**config.mk**
```make
export PLATFORM = sky130hd
export DESIGN_NAME = draw_dest_y_clip_regs
export DESIGN_NICKNAME = d
export VERILOG_FILES = /design/src/shared/dest_y_pkg.sv /design/src/hdl/clip_y_window.sv /design/src/hdl/draw_dest_y_clip_regs.sv
export SDC_FILE = /design/constraint.sdc
export NUM_CORES = 1
export LEC_CHECK = 0
export ABC_AREA = 1
export BUFFER_PORTS_ARGS = -buffer_cell sky130_fd_sc_hd__buf_4
export CAP_MARGIN = 20
export CORE_MARGIN = 3
export CORE_UTILIZATION = 50
export CTS_CLUSTER_DIAMETER = 100
export CTS_CLUSTER_SIZE = 12
export DETAILED_ROUTE_END_ITERATION = 6
export HOLD_SLACK_MARGIN = 0.08
export PLACE_DENSITY = 0.76
export SLEW_MARGIN = 20
export SYNTH_ARGS = -nofsm -noshare
export SYNTH_HDL_FRONTEND = slang
export SYNTH_HIERARCHICAL = 1
export SYNTH_SLANG_ARGS = --single-unit
```
**constraint.sdc**
```tcl
create_clock -name clk_sys_i -period 5.6 [get_ports clk_sys_i]
set_input_delay 1.12 -clock clk_sys_i [delete_from_list [all_inputs] [get_ports clk_sys_i]]
set_output_delay 1.12 -clock clk_sys_i [all_outputs]
set_load 0.01 [all_outputs]
```
**src/shared/dest_y_pkg.sv**
```systemverilog
`default_nettype none
package dest_y_pkg;

  // ********************************************************
  // Register offsets within the control aperture
  // ********************************************************
  localparam logic [13:0] OFS_DEPTH_ORIGIN  = 14'h1c0c;
  localparam logic [13:0] OFS_XY_START      = 14'h1c40;
  localparam logic [13:0] OFS_Y_LEN_ALIAS   = 14'h1c88;
  localparam logic [13:0] OFS_DEST_Y        = 14'h1c90;
  localparam logic [13:0] OFS_DEST_Y_ORIGIN = 14'h1c94;
  localparam logic [13:0] OFS_CLIP_TOP      = 14'h1c98;

  // ********************************************************
  // Field layout
  // ********************************************************
  localparam int DEST_Y_W     = 23;
  localparam int LINE_SEL_W   = 3;
  localparam int LINE_SEL_LSB = 29;
  localparam int ADDR24_W     = 24;
  localparam int LENGTH_W     = 16;
  localparam int Y_HALF_LSB   = 16;
  localparam int COORD_W      = 16;
  localparam int PITCH_W      = 12;
  localparam logic [3:0] BE_DWORD = 4'hf;

  // ********************************************************
  // Reset values (contents are undefined, zero chosen)
  // ********************************************************
  localparam logic [DEST_Y_W-1:0]   DEST_Y_RST   = 23'h000000;
  localparam logic [ADDR24_W-1:0]   ADDR24_RST   = 24'h000000;
  localparam logic [LENGTH_W-1:0]   LENGTH_RST   = 16'h0000;
  localparam logic [LINE_SEL_W-1:0] LINE_SEL_RST = 3'h0;

  typedef struct packed {
    logic        valid;
    logic [13:0] addr;
    logic [31:0] data;
    logic [3:0]  be;
  } fifo_wr_t;

  typedef struct packed {
    logic [DEST_Y_W-1:0]   dest_y;
    logic [LINE_SEL_W-1:0] line_sel;
    logic [ADDR24_W-1:0]   origin;
    logic [ADDR24_W-1:0]   clip_top;
    logic [ADDR24_W-1:0]   depth_origin;
    logic [LENGTH_W-1:0]   length;
  } setup_regs_t;

endpackage
`default_nettype wire

```
**src/hdl/clip_y_window.sv**
```systemverilog
`default_nettype none
module clip_y_window
  import dest_y_pkg::*;
(
  // Position and bounds
  input  wire logic [DEST_Y_W-1:0] y_pos_i,
  input  wire logic [ADDR24_W-1:0] top_i,
  input  wire logic [ADDR24_W-1:0] bot_i,
  // Result
  output logic                     inside_o
);

  logic [ADDR24_W-1:0] y_ext;

  // Non-negative y only; zero extension keeps the compare unsigned
  assign y_ext = {1'b0, y_pos_i};

  // Bounds are always positive, so a negative y is always out
  assign inside_o = !y_pos_i[DEST_Y_W-1] &&
                    (y_ext >= top_i) &&
                    (y_ext <= bot_i);

endmodule
`default_nettype wire

```
**src/hdl/draw_dest_y_clip_regs.sv**
```systemverilog
`default_nettype none
module draw_dest_y_clip_regs
  import dest_y_pkg::*;
(
  // Clock and reset
  input  wire logic                clk_sys_i,
  input  wire logic                arst_n_i,
  // Command FIFO write port
  input  wire fifo_wr_t            cmd_i,
  // Drawing engine controls
  input  wire logic                lin_fmt_i,
  input  wire logic [PITCH_W-1:0]  pitch_i,
  input  wire logic                linearize_i,
  input  wire logic                y_load_i,
  input  wire logic [DEST_Y_W-1:0] y_load_val_i,
  input  wire logic [ADDR24_W-1:0] clip_bot_i,
  input  wire logic                pix_req_i,
  // Setup values
  output setup_regs_t              regs_o,
  // Clip results
  output logic                     inside_o,
  output logic                     pix_wr_o
);

  // ********************************************************
  // Write decode
  // ********************************************************
  logic        wr_ok;
  logic [31:0] wd;
  assign wr_ok = cmd_i.valid && (cmd_i.be == BE_DWORD);
  assign wd    = cmd_i.data;

  // ********************************************************
  // Setup registers
  // ********************************************************
  localparam int PROD_W = COORD_W + PITCH_W + 1;

  setup_regs_t              r_q;
  setup_regs_t              r_d;
  logic [DEST_Y_W-1:0]      lin_y;
  logic [DEST_Y_W-1:0]      prod;
  logic [DEST_Y_W-1:0]      y_half_ext;
  logic signed [PROD_W-1:0] prod_w;

  // Full-width product first: a narrow multiply would lose the top bits
  assign prod_w = $signed(r_q.dest_y[COORD_W-1:0]) *
                  $signed({1'b0, pitch_i});
  // Linear addresses wrap at the width of the y field
  assign prod   = prod_w[DEST_Y_W-1:0];
  assign lin_y  = prod + DEST_Y_W'(r_q.origin);

  // Upper half of a write, sign extended into the y field
  assign y_half_ext = DEST_Y_W'($signed(wd[Y_HALF_LSB +: COORD_W]));

  always_comb begin
    r_d = r_q;
    // Software writes win over engine updates in the same cycle
    if (wr_ok) begin
      case (cmd_i.addr)
        OFS_DEST_Y: begin
          r_d.dest_y   = wd[DEST_Y_W-1:0];
          r_d.line_sel = wd[LINE_SEL_LSB +: LINE_SEL_W];
        end
        OFS_Y_LEN_ALIAS: begin
          r_d.length = wd[LENGTH_W-1:0];
          r_d.dest_y = y_half_ext;
        end
        OFS_XY_START: begin
          r_d.dest_y   = y_half_ext;
          r_d.line_sel = LINE_SEL_RST;
        end
        OFS_DEST_Y_ORIGIN: r_d.origin = wd[ADDR24_W-1:0];
        OFS_CLIP_TOP:      r_d.clip_top = wd[ADDR24_W-1:0];
        OFS_DEPTH_ORIGIN: begin
          // Upper bits are reserved and dropped here
          r_d.depth_origin = wd[ADDR24_W-1:0];
        end
        default: ;
      endcase
    end else if (linearize_i && !lin_fmt_i) begin
      r_d.dest_y   = lin_y;
      r_d.line_sel = r_q.dest_y[LINE_SEL_W-1:0];
    end else if (y_load_i) begin
      r_d.dest_y = y_load_val_i;
    end
  end

  always_ff @(posedge clk_sys_i or negedge arst_n_i) begin
    if (!arst_n_i) begin
      r_q <= '{dest_y: DEST_Y_RST, line_sel: LINE_SEL_RST,
                origin: ADDR24_RST, clip_top: ADDR24_RST,
                depth_origin: ADDR24_RST, length: LENGTH_RST};
    end else begin
      r_q <= r_d;
    end
  end

  assign regs_o = r_q;

  // ********************************************************
  // Clip window
  // ********************************************************
  logic in_now;
  logic inside_q;
  logic inside_d;
  logic wr_q;
  logic wr_d;

  // No enable input exists: the compare always gates writes
  clip_y_window u_clip (
    .y_pos_i  (r_q.dest_y),
    .top_i    (r_q.clip_top),
    .bot_i    (clip_bot_i),
    .inside_o (in_now)
  );

  always_comb begin
    inside_d = in_now;
    wr_d     = pix_req_i && in_now;
  end

  always_ff @(posedge clk_sys_i or negedge arst_n_i) begin
    if (!arst_n_i) begin
      inside_q <= 1'b0;
      wr_q     <= 1'b0;
    end else begin
      inside_q <= inside_d;
      wr_q     <= wr_d;
    end
  end

  assign inside_o = inside_q;
  assign pix_wr_o = wr_q;

  // ********************************************************
  // Assertions
  // ********************************************************
  // Independent model of the linear address, built from regs_o and pitch_i
  logic signed [PROD_W-1:0] exp_prod;
  assign exp_prod = $signed(regs_o.dest_y[COORD_W-1:0]) *
                    $signed({1'b0, pitch_i}) +
                    $signed({1'b0, regs_o.origin});
endmodule
`default_nettype wire

```
==> results of run 1 <==
[metal layers]
metal  share of wire  routed length (microns)
met1            0.40                    18300
met2            0.46                    21000
met3           0.094                     4230
met4           0.038                     1730
met5               0                        0
[path summary, 6_finish.rpt]
path / start / cells after the start / slack (ps) / end
max: pitch_i[1] / 27 / -120 / regs_o[106]
min: regs_o[10] / 2 / 490 / regs_o[10]
max in group asynchronous: arst_n_i / 2 / 3610 / regs_o[97]
max reg2reg: regs_o[100] / 22 / 30 / regs_o[110]
min in group asynchronous: arst_n_i / 1 / 840 / regs_o[18]
min reg2reg: regs_o[10] / 2 / 490 / regs_o[10]
[synthesized netlist by cell type (7+ instances only)]
library cell	n
sky130_fd_sc_hd__nand2_1	492
sky130_fd_sc_hd__dfrtp_1	116
sky130_fd_sc_hd__clkbuf_1	54
sky130_fd_sc_hd__ha_1	107
sky130_fd_sc_hd__nor2_1	94
sky130_fd_sc_hd__nor2_2	7
sky130_fd_sc_hd__nand3_1	48
sky130_fd_sc_hd__fa_1	161
sky130_fd_sc_hd__o21ai_0	134
sky130_fd_sc_hd__nand4_1	10
sky130_fd_sc_hd__a21oi_1	65
sky130_fd_sc_hd__o21ai_1	7
sky130_fd_sc_hd__inv_1	453
sky130_fd_sc_hd__o211ai_1	9
[critical path, stage by stage]
cell and delay (ps):
sky130_fd_sc_hd__buf_12 120, sky130_fd_sc_hd__buf_6 120, sky130_fd_sc_hd__nand2_2 50, sky130_fd_sc_hd__inv_2 40, sky130_fd_sc_hd__fa_1 490, sky130_fd_sc_hd__inv_1 50
sky130_fd_sc_hd__fa_1 490, sky130_fd_sc_hd__inv_2 50, sky130_fd_sc_hd__fa_1 550, sky130_fd_sc_hd__inv_1 50, sky130_fd_sc_hd__fa_1 480, sky130_fd_sc_hd__inv_1 50
sky130_fd_sc_hd__fa_1 480, sky130_fd_sc_hd__inv_1 50, sky130_fd_sc_hd__fa_1 490, sky130_fd_sc_hd__inv_2 50, sky130_fd_sc_hd__ha_4 250, sky130_fd_sc_hd__a21oi_4 180
sky130_fd_sc_hd__nor2_2 60, sky130_fd_sc_hd__nor2_2 140, sky130_fd_sc_hd__buf_4 130, sky130_fd_sc_hd__nor2_1 30, sky130_fd_sc_hd__nor2_1 120, sky130_fd_sc_hd__a21o_1 130
sky130_fd_sc_hd__nand3_1 70, sky130_fd_sc_hd__nand3_1 120, sky130_fd_sc_hd__nand2_1 50
[flip-flops by register name, indices dropped and copies added, names as in the netlist]
| register | flops |
|---|---|
| pix_wr_o | 1 |
| regs_o | 114 |
| inside_o | 1 |
[cells by family after synthesis]
| kind of cell | synth area share |
|---|---|
| simple gates | 0.201 |
| compound gates | 0.0925 |
| flops | 0.214 |
| fa+ha+maj | 0.337 |
| buf+inv | 0.149 |
| xor+xnor | 0.00646 |
[metrics by stage]
stage	hold slack, ps	setup WS (ps)	cells	utilization
after floorplan	519	-242	1829	-
after global routing	520	-275	2465	0.666
after CTS	491	-79.2	2458	0.651
after global placement	469	-606	2425	0.623
after detailed placement	475	-640	2425	0.623
final	491	-121	2466	0.666
[cell type report]
type,instances,area [sq um],share of cell area
Clock inverter,15,190,0.0108
Tap cell,335,419,0.0239
Antenna cell,1,2.50,0.000143
Multi-Input combinational cell,1188,9270,0.528
Sequential cell,116,2900,0.165
Inverter,456,1710,0.0975
Timing Repair Buffer,338,2640,0.150
Clock buffer,17,425,0.0242
[what timing repair did]
action	in CTS	in global routing
pin swaps	19	68
buffers inserted	1	7
resized for setup	32	101
endpoints found under the hold margin	0	0
endpoints found under the setup margin	14	17
==> results, run 1 <==
- The clock latency at the later pin of the worst-skew pair is 420 ps.
- The share of final-layout standard cells stronger than drive strength 1 is 0.246.
- The final-report setup violation count is 8.
- The most common library cell in the layout ignoring fill and taps is sky130_fd_sc_hd__nand2_1.
- The design area is 0.0176 sq mm.
- The detail route stage leaves a number of antenna-violating nets equal to 0.
- The run finished, with violations left.
- For this run, design rule violations remaining after detail routing come to 0.
- Of the synthesized area, sequential elements account for 0.214.
- For this run the aggregate overflow at the end of global routing stands at 0.
- The data required time at the worst endpoint is 5910 ps.
- The maximum root-to-sink buffer count is 2.
- The checks that failed: negative setup slack.
- The first-pass GRT wire length is 70200 microns.
- The classification of the worst setup path is primary input to register.
- The die extent in x is 171 microns.
- The synthesized area per cell is 7.41 sq um.
- In the final routed layout, each cell accounts on average for 18.3 microns.
- The fraction of post-synthesis cell area in the top cell type by area is 0.238.
- The all-layer global routing usage is 0.313.
- The number of iterations in the first detailed-routing pass is 6.
- The clock tree from TritonCTS is built.
- The met2 layer usage reported by global route is 0.507.
- The via count of the first global-routing pass was 13000.
- In the global route stage, met3 resource usage came out at 0.0695.
- The clock sink total is 116.
- In the layout the commonest cells are sky130_fd_sc_hd__nand2_1, sky130_fd_sc_hd__inv_1, sky130_fd_sc_hd__buf_4, sky130_fd_sc_hd__fa_1, sky130_fd_sc_hd__o21ai_0.
- The row count is 59.
- The critical path startpoint category is a primary input.
- The most used flip-flop cell after synthesis is sky130_fd_sc_hd__dfrtp_1.
- The summed instance area of the synthesized netlist is 0.0136 sq mm.
- The Yosys step of the flow raised 6 warnings.
- Fill cells in the final layout number 2144.
- The die footprint is 0.0291 sq mm.
- The vias per cell is 5.24.
- The synthesized net count is 2213.
- The highest attainable clock frequency is 175 MHz.
- The routed design has 45200 microns of wire.
- The headroom to the max-slew limit is 0.188.
- The final worst slack is -121 ps.
- Dividing the final minimum period by the clock period gives 1.02.
- The distinct cell type count of the synthesized netlist is 44.
- The library cell with the largest summed area after synthesis is sky130_fd_sc_hd__fa_1.
- The cell count after synthesis is 1829.
- The placer congestion estimate is 0.942.
- Between clock sinks in the finished design, the worst skew comes to 9.11 ps.
- Compared with the post-synthesis result, the final layout area differs by 29.6%.
- The total placed instance area is 0.0164 sq mm.
- Setup total negative slack on the finished layout was measured at -622 ps.
- Along the worst path, the maximum fanout reaches 8.
- The layer flagged by global routing as most heavily used is met2.
- For this design, the CTS-stage hold fixing added 0 buffers.
- The synthesized flop and latch total is 116.
- The H-tree was split into 4 levels.
- Entering global routing, the biggest net connects 77 pins.
- In this run the clock root is driven by a sky130_fd_sc_hd__clkbuf_16.
- Clock-pin slew was measured on the worst setup and hold paths at 60 ps.
- The element type at the critical path end is a register.
- For the finished layout, the period the worst path requires is 5720 ps.
- The share of async-settable or async-resettable flops after synthesis is 1.00.
- The final hold violation count is 0.
- The number of enable flip-flop cells after synthesis is 0.
- The tightest min-delay check is of the register to register type.
- Setup repair after global routing could not meet its margin everywhere.
- Max-cap violations in this run came to 0.
- The detailed router placed 12900 vias in this run.
- The number of primary I/O pins is 232.
- The transition time at the pin with the least slew margin is 1210 ps.
- The detailed-placement wirelength estimate is 36400 microns.
- The final net count is 2501.
- The first routing iteration left 963 violations.
- The floorplan step defined a core boundary enclosing 0.0264 sq mm.
- The number of clock buffers inserted by TritonCTS is 17.
- In the post-synthesis netlist, the biggest area contributors are sky130_fd_sc_hd__fa_1, sky130_fd_sc_hd__dfrtp_1, sky130_fd_sc_hd__nand2_1, sky130_fd_sc_hd__inv_1, sky130_fd_sc_hd__ha_1.
- The number of antenna violations at the first check in global routing was 0.
- The met1 track utilization from global routing is 0.415.
- In this run the tool buffered the top-level ports with 231 buffer cells.
- The final number of max-transition violations is 0.
- The initial utilization of the core area, before any placement, comes to 0.514.
- The arrival time at the worst endpoint is 6030 ps.
- Measured along the y axis, the die boundary spans 171 microns.
Power of run 1 is not shown: default switching activity piles up to over one toggle a cycle in this logic, so the estimate is an artifact.
==> run 2: changes to the inputs <==
--- a/config.mk
+++ b/config.mk
@@ -11,10 +11,10 @@
 export CORE_MARGIN = 3
 export CORE_UTILIZATION = 50
 export CTS_CLUSTER_DIAMETER = 100
-export CTS_CLUSTER_SIZE = 12
+export CTS_CLUSTER_SIZE = 40
 export DETAILED_ROUTE_END_ITERATION = 6
 export HOLD_SLACK_MARGIN = 0.08
-export PLACE_DENSITY = 0.76
+export PLACE_DENSITY = 0.73
 export SLEW_MARGIN = 20
 export SYNTH_ARGS = -nofsm -noshare
 export SYNTH_HDL_FRONTEND = slang
==> run 2 against run 1 <==
  * The run now ends clean
  * Sequential share of layout area is 0.15 points lower
  * First-iteration DRC count is 14% higher
  * Final area is 1.2% higher
  * Register-to-register slack better by 30 ps
  * Count of clock-buffer cells in the layout stayed put
  * Critical path depth is 2 lower
  * Setup slack better by 130 ps
  * Utilization is 0.80 points higher
  * Clock skew is 8.0 ps higher
  * Flip-flop and latch count stayed put
  * Maximum frequency is 2.3% higher
  * Largest cell class unchanged
==> results, run 2 (synthesis gave the netlist of run 1 again) <==
- The flow ran to the end, and the final reports show no timing, DRC or antenna violations.
- The pin count of the biggest net entering global routing came to 72 (-6.5%).
- The data required time at the worst endpoint was 5910 ps (about the same).
- The total met2 wirelength after detailed routing is 21700 microns (+3.3%).
- The first-pass GRT wire length is 70800 microns (+0.82%).
- Compared with the post-synthesis result, the final layout area differs by 31.1%.
- The clock tree from TritonCTS is built.
- The routed metal-1 wirelength is 18500 microns (+1.5%).
- Setup repair after global routing could not meet its margin everywhere.
- The number of antenna violations at the first check in global routing was 0 (unchanged).
- The highest layer used for signal routing is met4.
- The fill cell instance count of the final layout came to 2188 (+2.1%).
- The post-route core utilization was 0.674 (+0.00802).
- The headroom to the max-slew limit is 0.343 (+0.155).
- The max-cap check violation count came to 0 (unchanged).
- The clock-pin slew on the worst setup and hold paths is 60 ps (about the same).
- The final hold violation count is 0 (unchanged).
- The aggregate routed wire length was 46200 microns (+2.1%).
- The maximum root-to-sink buffer count came to 2 (unchanged).
- The count of vias placed by the detailed router is 12900 (-0.27%).
- The number of clock buffers inserted by TritonCTS was 17 (unchanged).
- The length in cells of the worst reg-to-reg path is 19 (-14%).
- The count of port buffers added during placement is 231 (unchanged).
- The transition time at the pin with the least slew margin is 982 ps (-231 ps).
- The instance count along the most critical hold path is 2 (unchanged).
- The clock sink total is 116 (unchanged).
- The number of hold-repair buffers added at the cts stage came to 0 (unchanged).
- The initial core utilization was 0.514 (unchanged).
- The highest attainable clock frequency is 179 MHz (+2.3%).
- The routed length per instance is 18.7 microns (+1.9%).
- The post-detailed-route count of antenna-violating nets is 0 (unchanged).
- The final net count came to 2507 (+0.24%).
- The destination of the worst hold path is regs_o[39].
- The hold path startpoint is regs_o[39].
- The critical path startpoint category is a primary input.
- The number of flip-flops under the largest register name came to 114 (unchanged).
- The H-tree depth reported by CTS is 4 (unchanged).
- The endpoint identified for the worst register-to-register timing path is regs_o[113].
- The die extent in x is 171 microns (unchanged).
- The buffer cell driving the clock tree root is sky130_fd_sc_hd__clkbuf_16.
- The area inside the core boundary was 0.0264 sq mm (unchanged).
- The summed negative setup slack over all endpoints is 0 ps (+622 ps).
- The pre-CTS worst setup slack is -685 ps (-45.2 ps).
- The antenna diode instance count is 0 (-1).
- The vias per cell came to 5.21 (-0.47%).
- The number of iterations in the first detailed-routing pass is 7 (+1).
- The number of design-rule violations left by the first detailed-router iteration is 1101 (+14%).
- The library cells used most frequently in the layout, excluding fill and tap cells, are sky130_fd_sc_hd__nand2_1, sky130_fd_sc_hd__inv_1, sky130_fd_sc_hd__buf_4, sky130_fd_sc_hd__fa_1, sky130_fd_sc_hd__o21ai_0.
- The element type at the critical path end is a register.
- The all-layer global routing usage is 0.317 (+0.00316).
- The library cell used most frequently in the layout, excluding fill and tap cells, is sky130_fd_sc_hd__nand2_1.
- The shortest period the worst path allows came to 5590 ps (-127 ps).
- The final number of max-transition violations is 0 (unchanged).
- The share of the cycle needed by the critical path after routing is 0.999 (-0.0226).
- The area of combinational cells with multiple inputs came to 0.00934 sq mm (+0.76%).
- The detailed-placement wirelength estimate is 36700 microns (+0.77%).
- The remaining global-route overflow is 0 (unchanged).
- The final hold slack is 492 ps (+0.436 ps).
- The total met3 wirelength after detailed routing is 4080 microns (-3.5%).
- The clock latency at the later pin of the worst-skew pair is 420 ps (about the same).
- The final setup skew is 17.1 ps (+7.99 ps).
- The share of final-layout standard cells stronger than drive strength 1 is 0.256 (+0.0101).
- The row count came to 59 (unchanged).
- The final-report setup violation count came to 0 (-8).
- The register area was 0.00291 sq mm (+0.26%).
- The placer congestion estimate was 0.917 (-2.6%).
- The largest driver fanout on the critical path is 7 (-1).
- The worst setup slack for register-to-register paths is 60 ps (+30 ps).
- The height of the chip is 171 microns (unchanged).
- The worst setup path is of the primary input to register kind.
- The arrival time at the worst endpoint is 5900 ps (-130 ps).
- The path category of the worst min-delay check is register to register.
- The via count of the first global-routing pass is 13000 (+0.031%).
- The final worst slack is 5.60 ps (+127 ps).
- The worst register-to-register path begins at regs_o[103].
- The number of primary I/O pins is 232 (unchanged).
- The count of unresolved DRC violations after routing was 0 (unchanged).
- The die footprint is 0.0291 sq mm (unchanged).
[run 2: cell count changes in the layout (fill, tap and decap cells not counted), moves of 3 or more]
cell                      before  now
sky130_fd_sc_hd__nand3_1      38   41
sky130_fd_sc_hd__dfrtp_1     115  109
sky130_fd_sc_hd__a21oi_2      16    9
sky130_fd_sc_hd__a21oi_1      46   51
sky130_fd_sc_hd__buf_4       321  326
sky130_fd_sc_hd__buf_12        3    8
sky130_fd_sc_hd__dfrtp_2       1    7
sky130_fd_sc_hd__inv_1       434  423
sky130_fd_sc_hd__inv_2        21   30
sky130_fd_sc_hd__buf_6        11    4
sky130_fd_sc_hd__ha_4         15   18
sky130_fd_sc_hd__nand2_1     460  453
sky130_fd_sc_hd__nand2_4       7   12
sky130_fd_sc_hd__nor2_2       13   17
[run 2: per-layer routing]
metal	vias up	GRT usage
li1	6045	-
met1	6108	0.422
met2	612	0.519
met3	111	0.0624
met4	0	0.111
met5	-	0
[run 2: timing repair]
item	CTS	global route
buffers inserted	9	4
pin swaps	47	68
gates cloned	1	2
endpoints found under the setup margin	8	16
gates resized for setup	75	96
[run 2: layout make-up]
class | instances | share of cell area
Multi-Input combinational cell | 1188 | 0.525
Timing Repair Buffer | 344 | 0.156
Sequential cell | 116 | 0.164
Tap cell | 335 | 0.0236
Clock inverter | 15 | 0.0104
Inverter | 456 | 0.0966
Clock buffer | 17 | 0.0239
[run 2: how the worst max path moves through the flow]
| stage | from | to | slack [ps] | cells after the start |
|---|---|---|---|---|
| floorplan | pitch_i[3] | regs_o[112] | -240 | 25 |
| global placement | pitch_i[7] | regs_o[110] | -650 | 25 |
| detailed placement | pitch_i[7] | regs_o[110] | -690 | 25 |
| CTS | pitch_i[3] | regs_o[110] | -10 | 25 |
| global route | regs_o[103] | regs_o[113] | -170 | 25 |
| finish | pitch_i[7] | regs_o[110] | 6 | 25 |
[run 2: critical path, stage by stage]
cell and delay [ps]:
sky130_fd_sc_hd__buf_12 120, sky130_fd_sc_hd__nand2_4 50, sky130_fd_sc_hd__inv_2 40, sky130_fd_sc_hd__fa_1 530, sky130_fd_sc_hd__inv_1 50, sky130_fd_sc_hd__fa_1 490
sky130_fd_sc_hd__inv_2 40, sky130_fd_sc_hd__fa_1 570, sky130_fd_sc_hd__fa_1 440, sky130_fd_sc_hd__fa_1 510, sky130_fd_sc_hd__inv_2 40, sky130_fd_sc_hd__fa_1 500
sky130_fd_sc_hd__inv_2 50, sky130_fd_sc_hd__ha_4 330, sky130_fd_sc_hd__nand2_4 80, sky130_fd_sc_hd__inv_4 80, sky130_fd_sc_hd__nand2_4 60, sky130_fd_sc_hd__nor3_4 150
sky130_fd_sc_hd__nand4_1 150, sky130_fd_sc_hd__nand3_2 130, sky130_fd_sc_hd__nand2_1 60, sky130_fd_sc_hd__inv_1 60, sky130_fd_sc_hd__o21ai_2 80, sky130_fd_sc_hd__nand2_1 100
sky130_fd_sc_hd__nand2_1 50
[run 2: per-stage QoR]
step                      instances  instance area [sq um]
after global routing           2471                  17800
final                          2471                  17800
after global placement         2423                  16400
after detailed placement       2423                  16400
after CTS                      2465                  17300
after floorplan                1829                  13900
Power of run 2 is left out for the same reason.
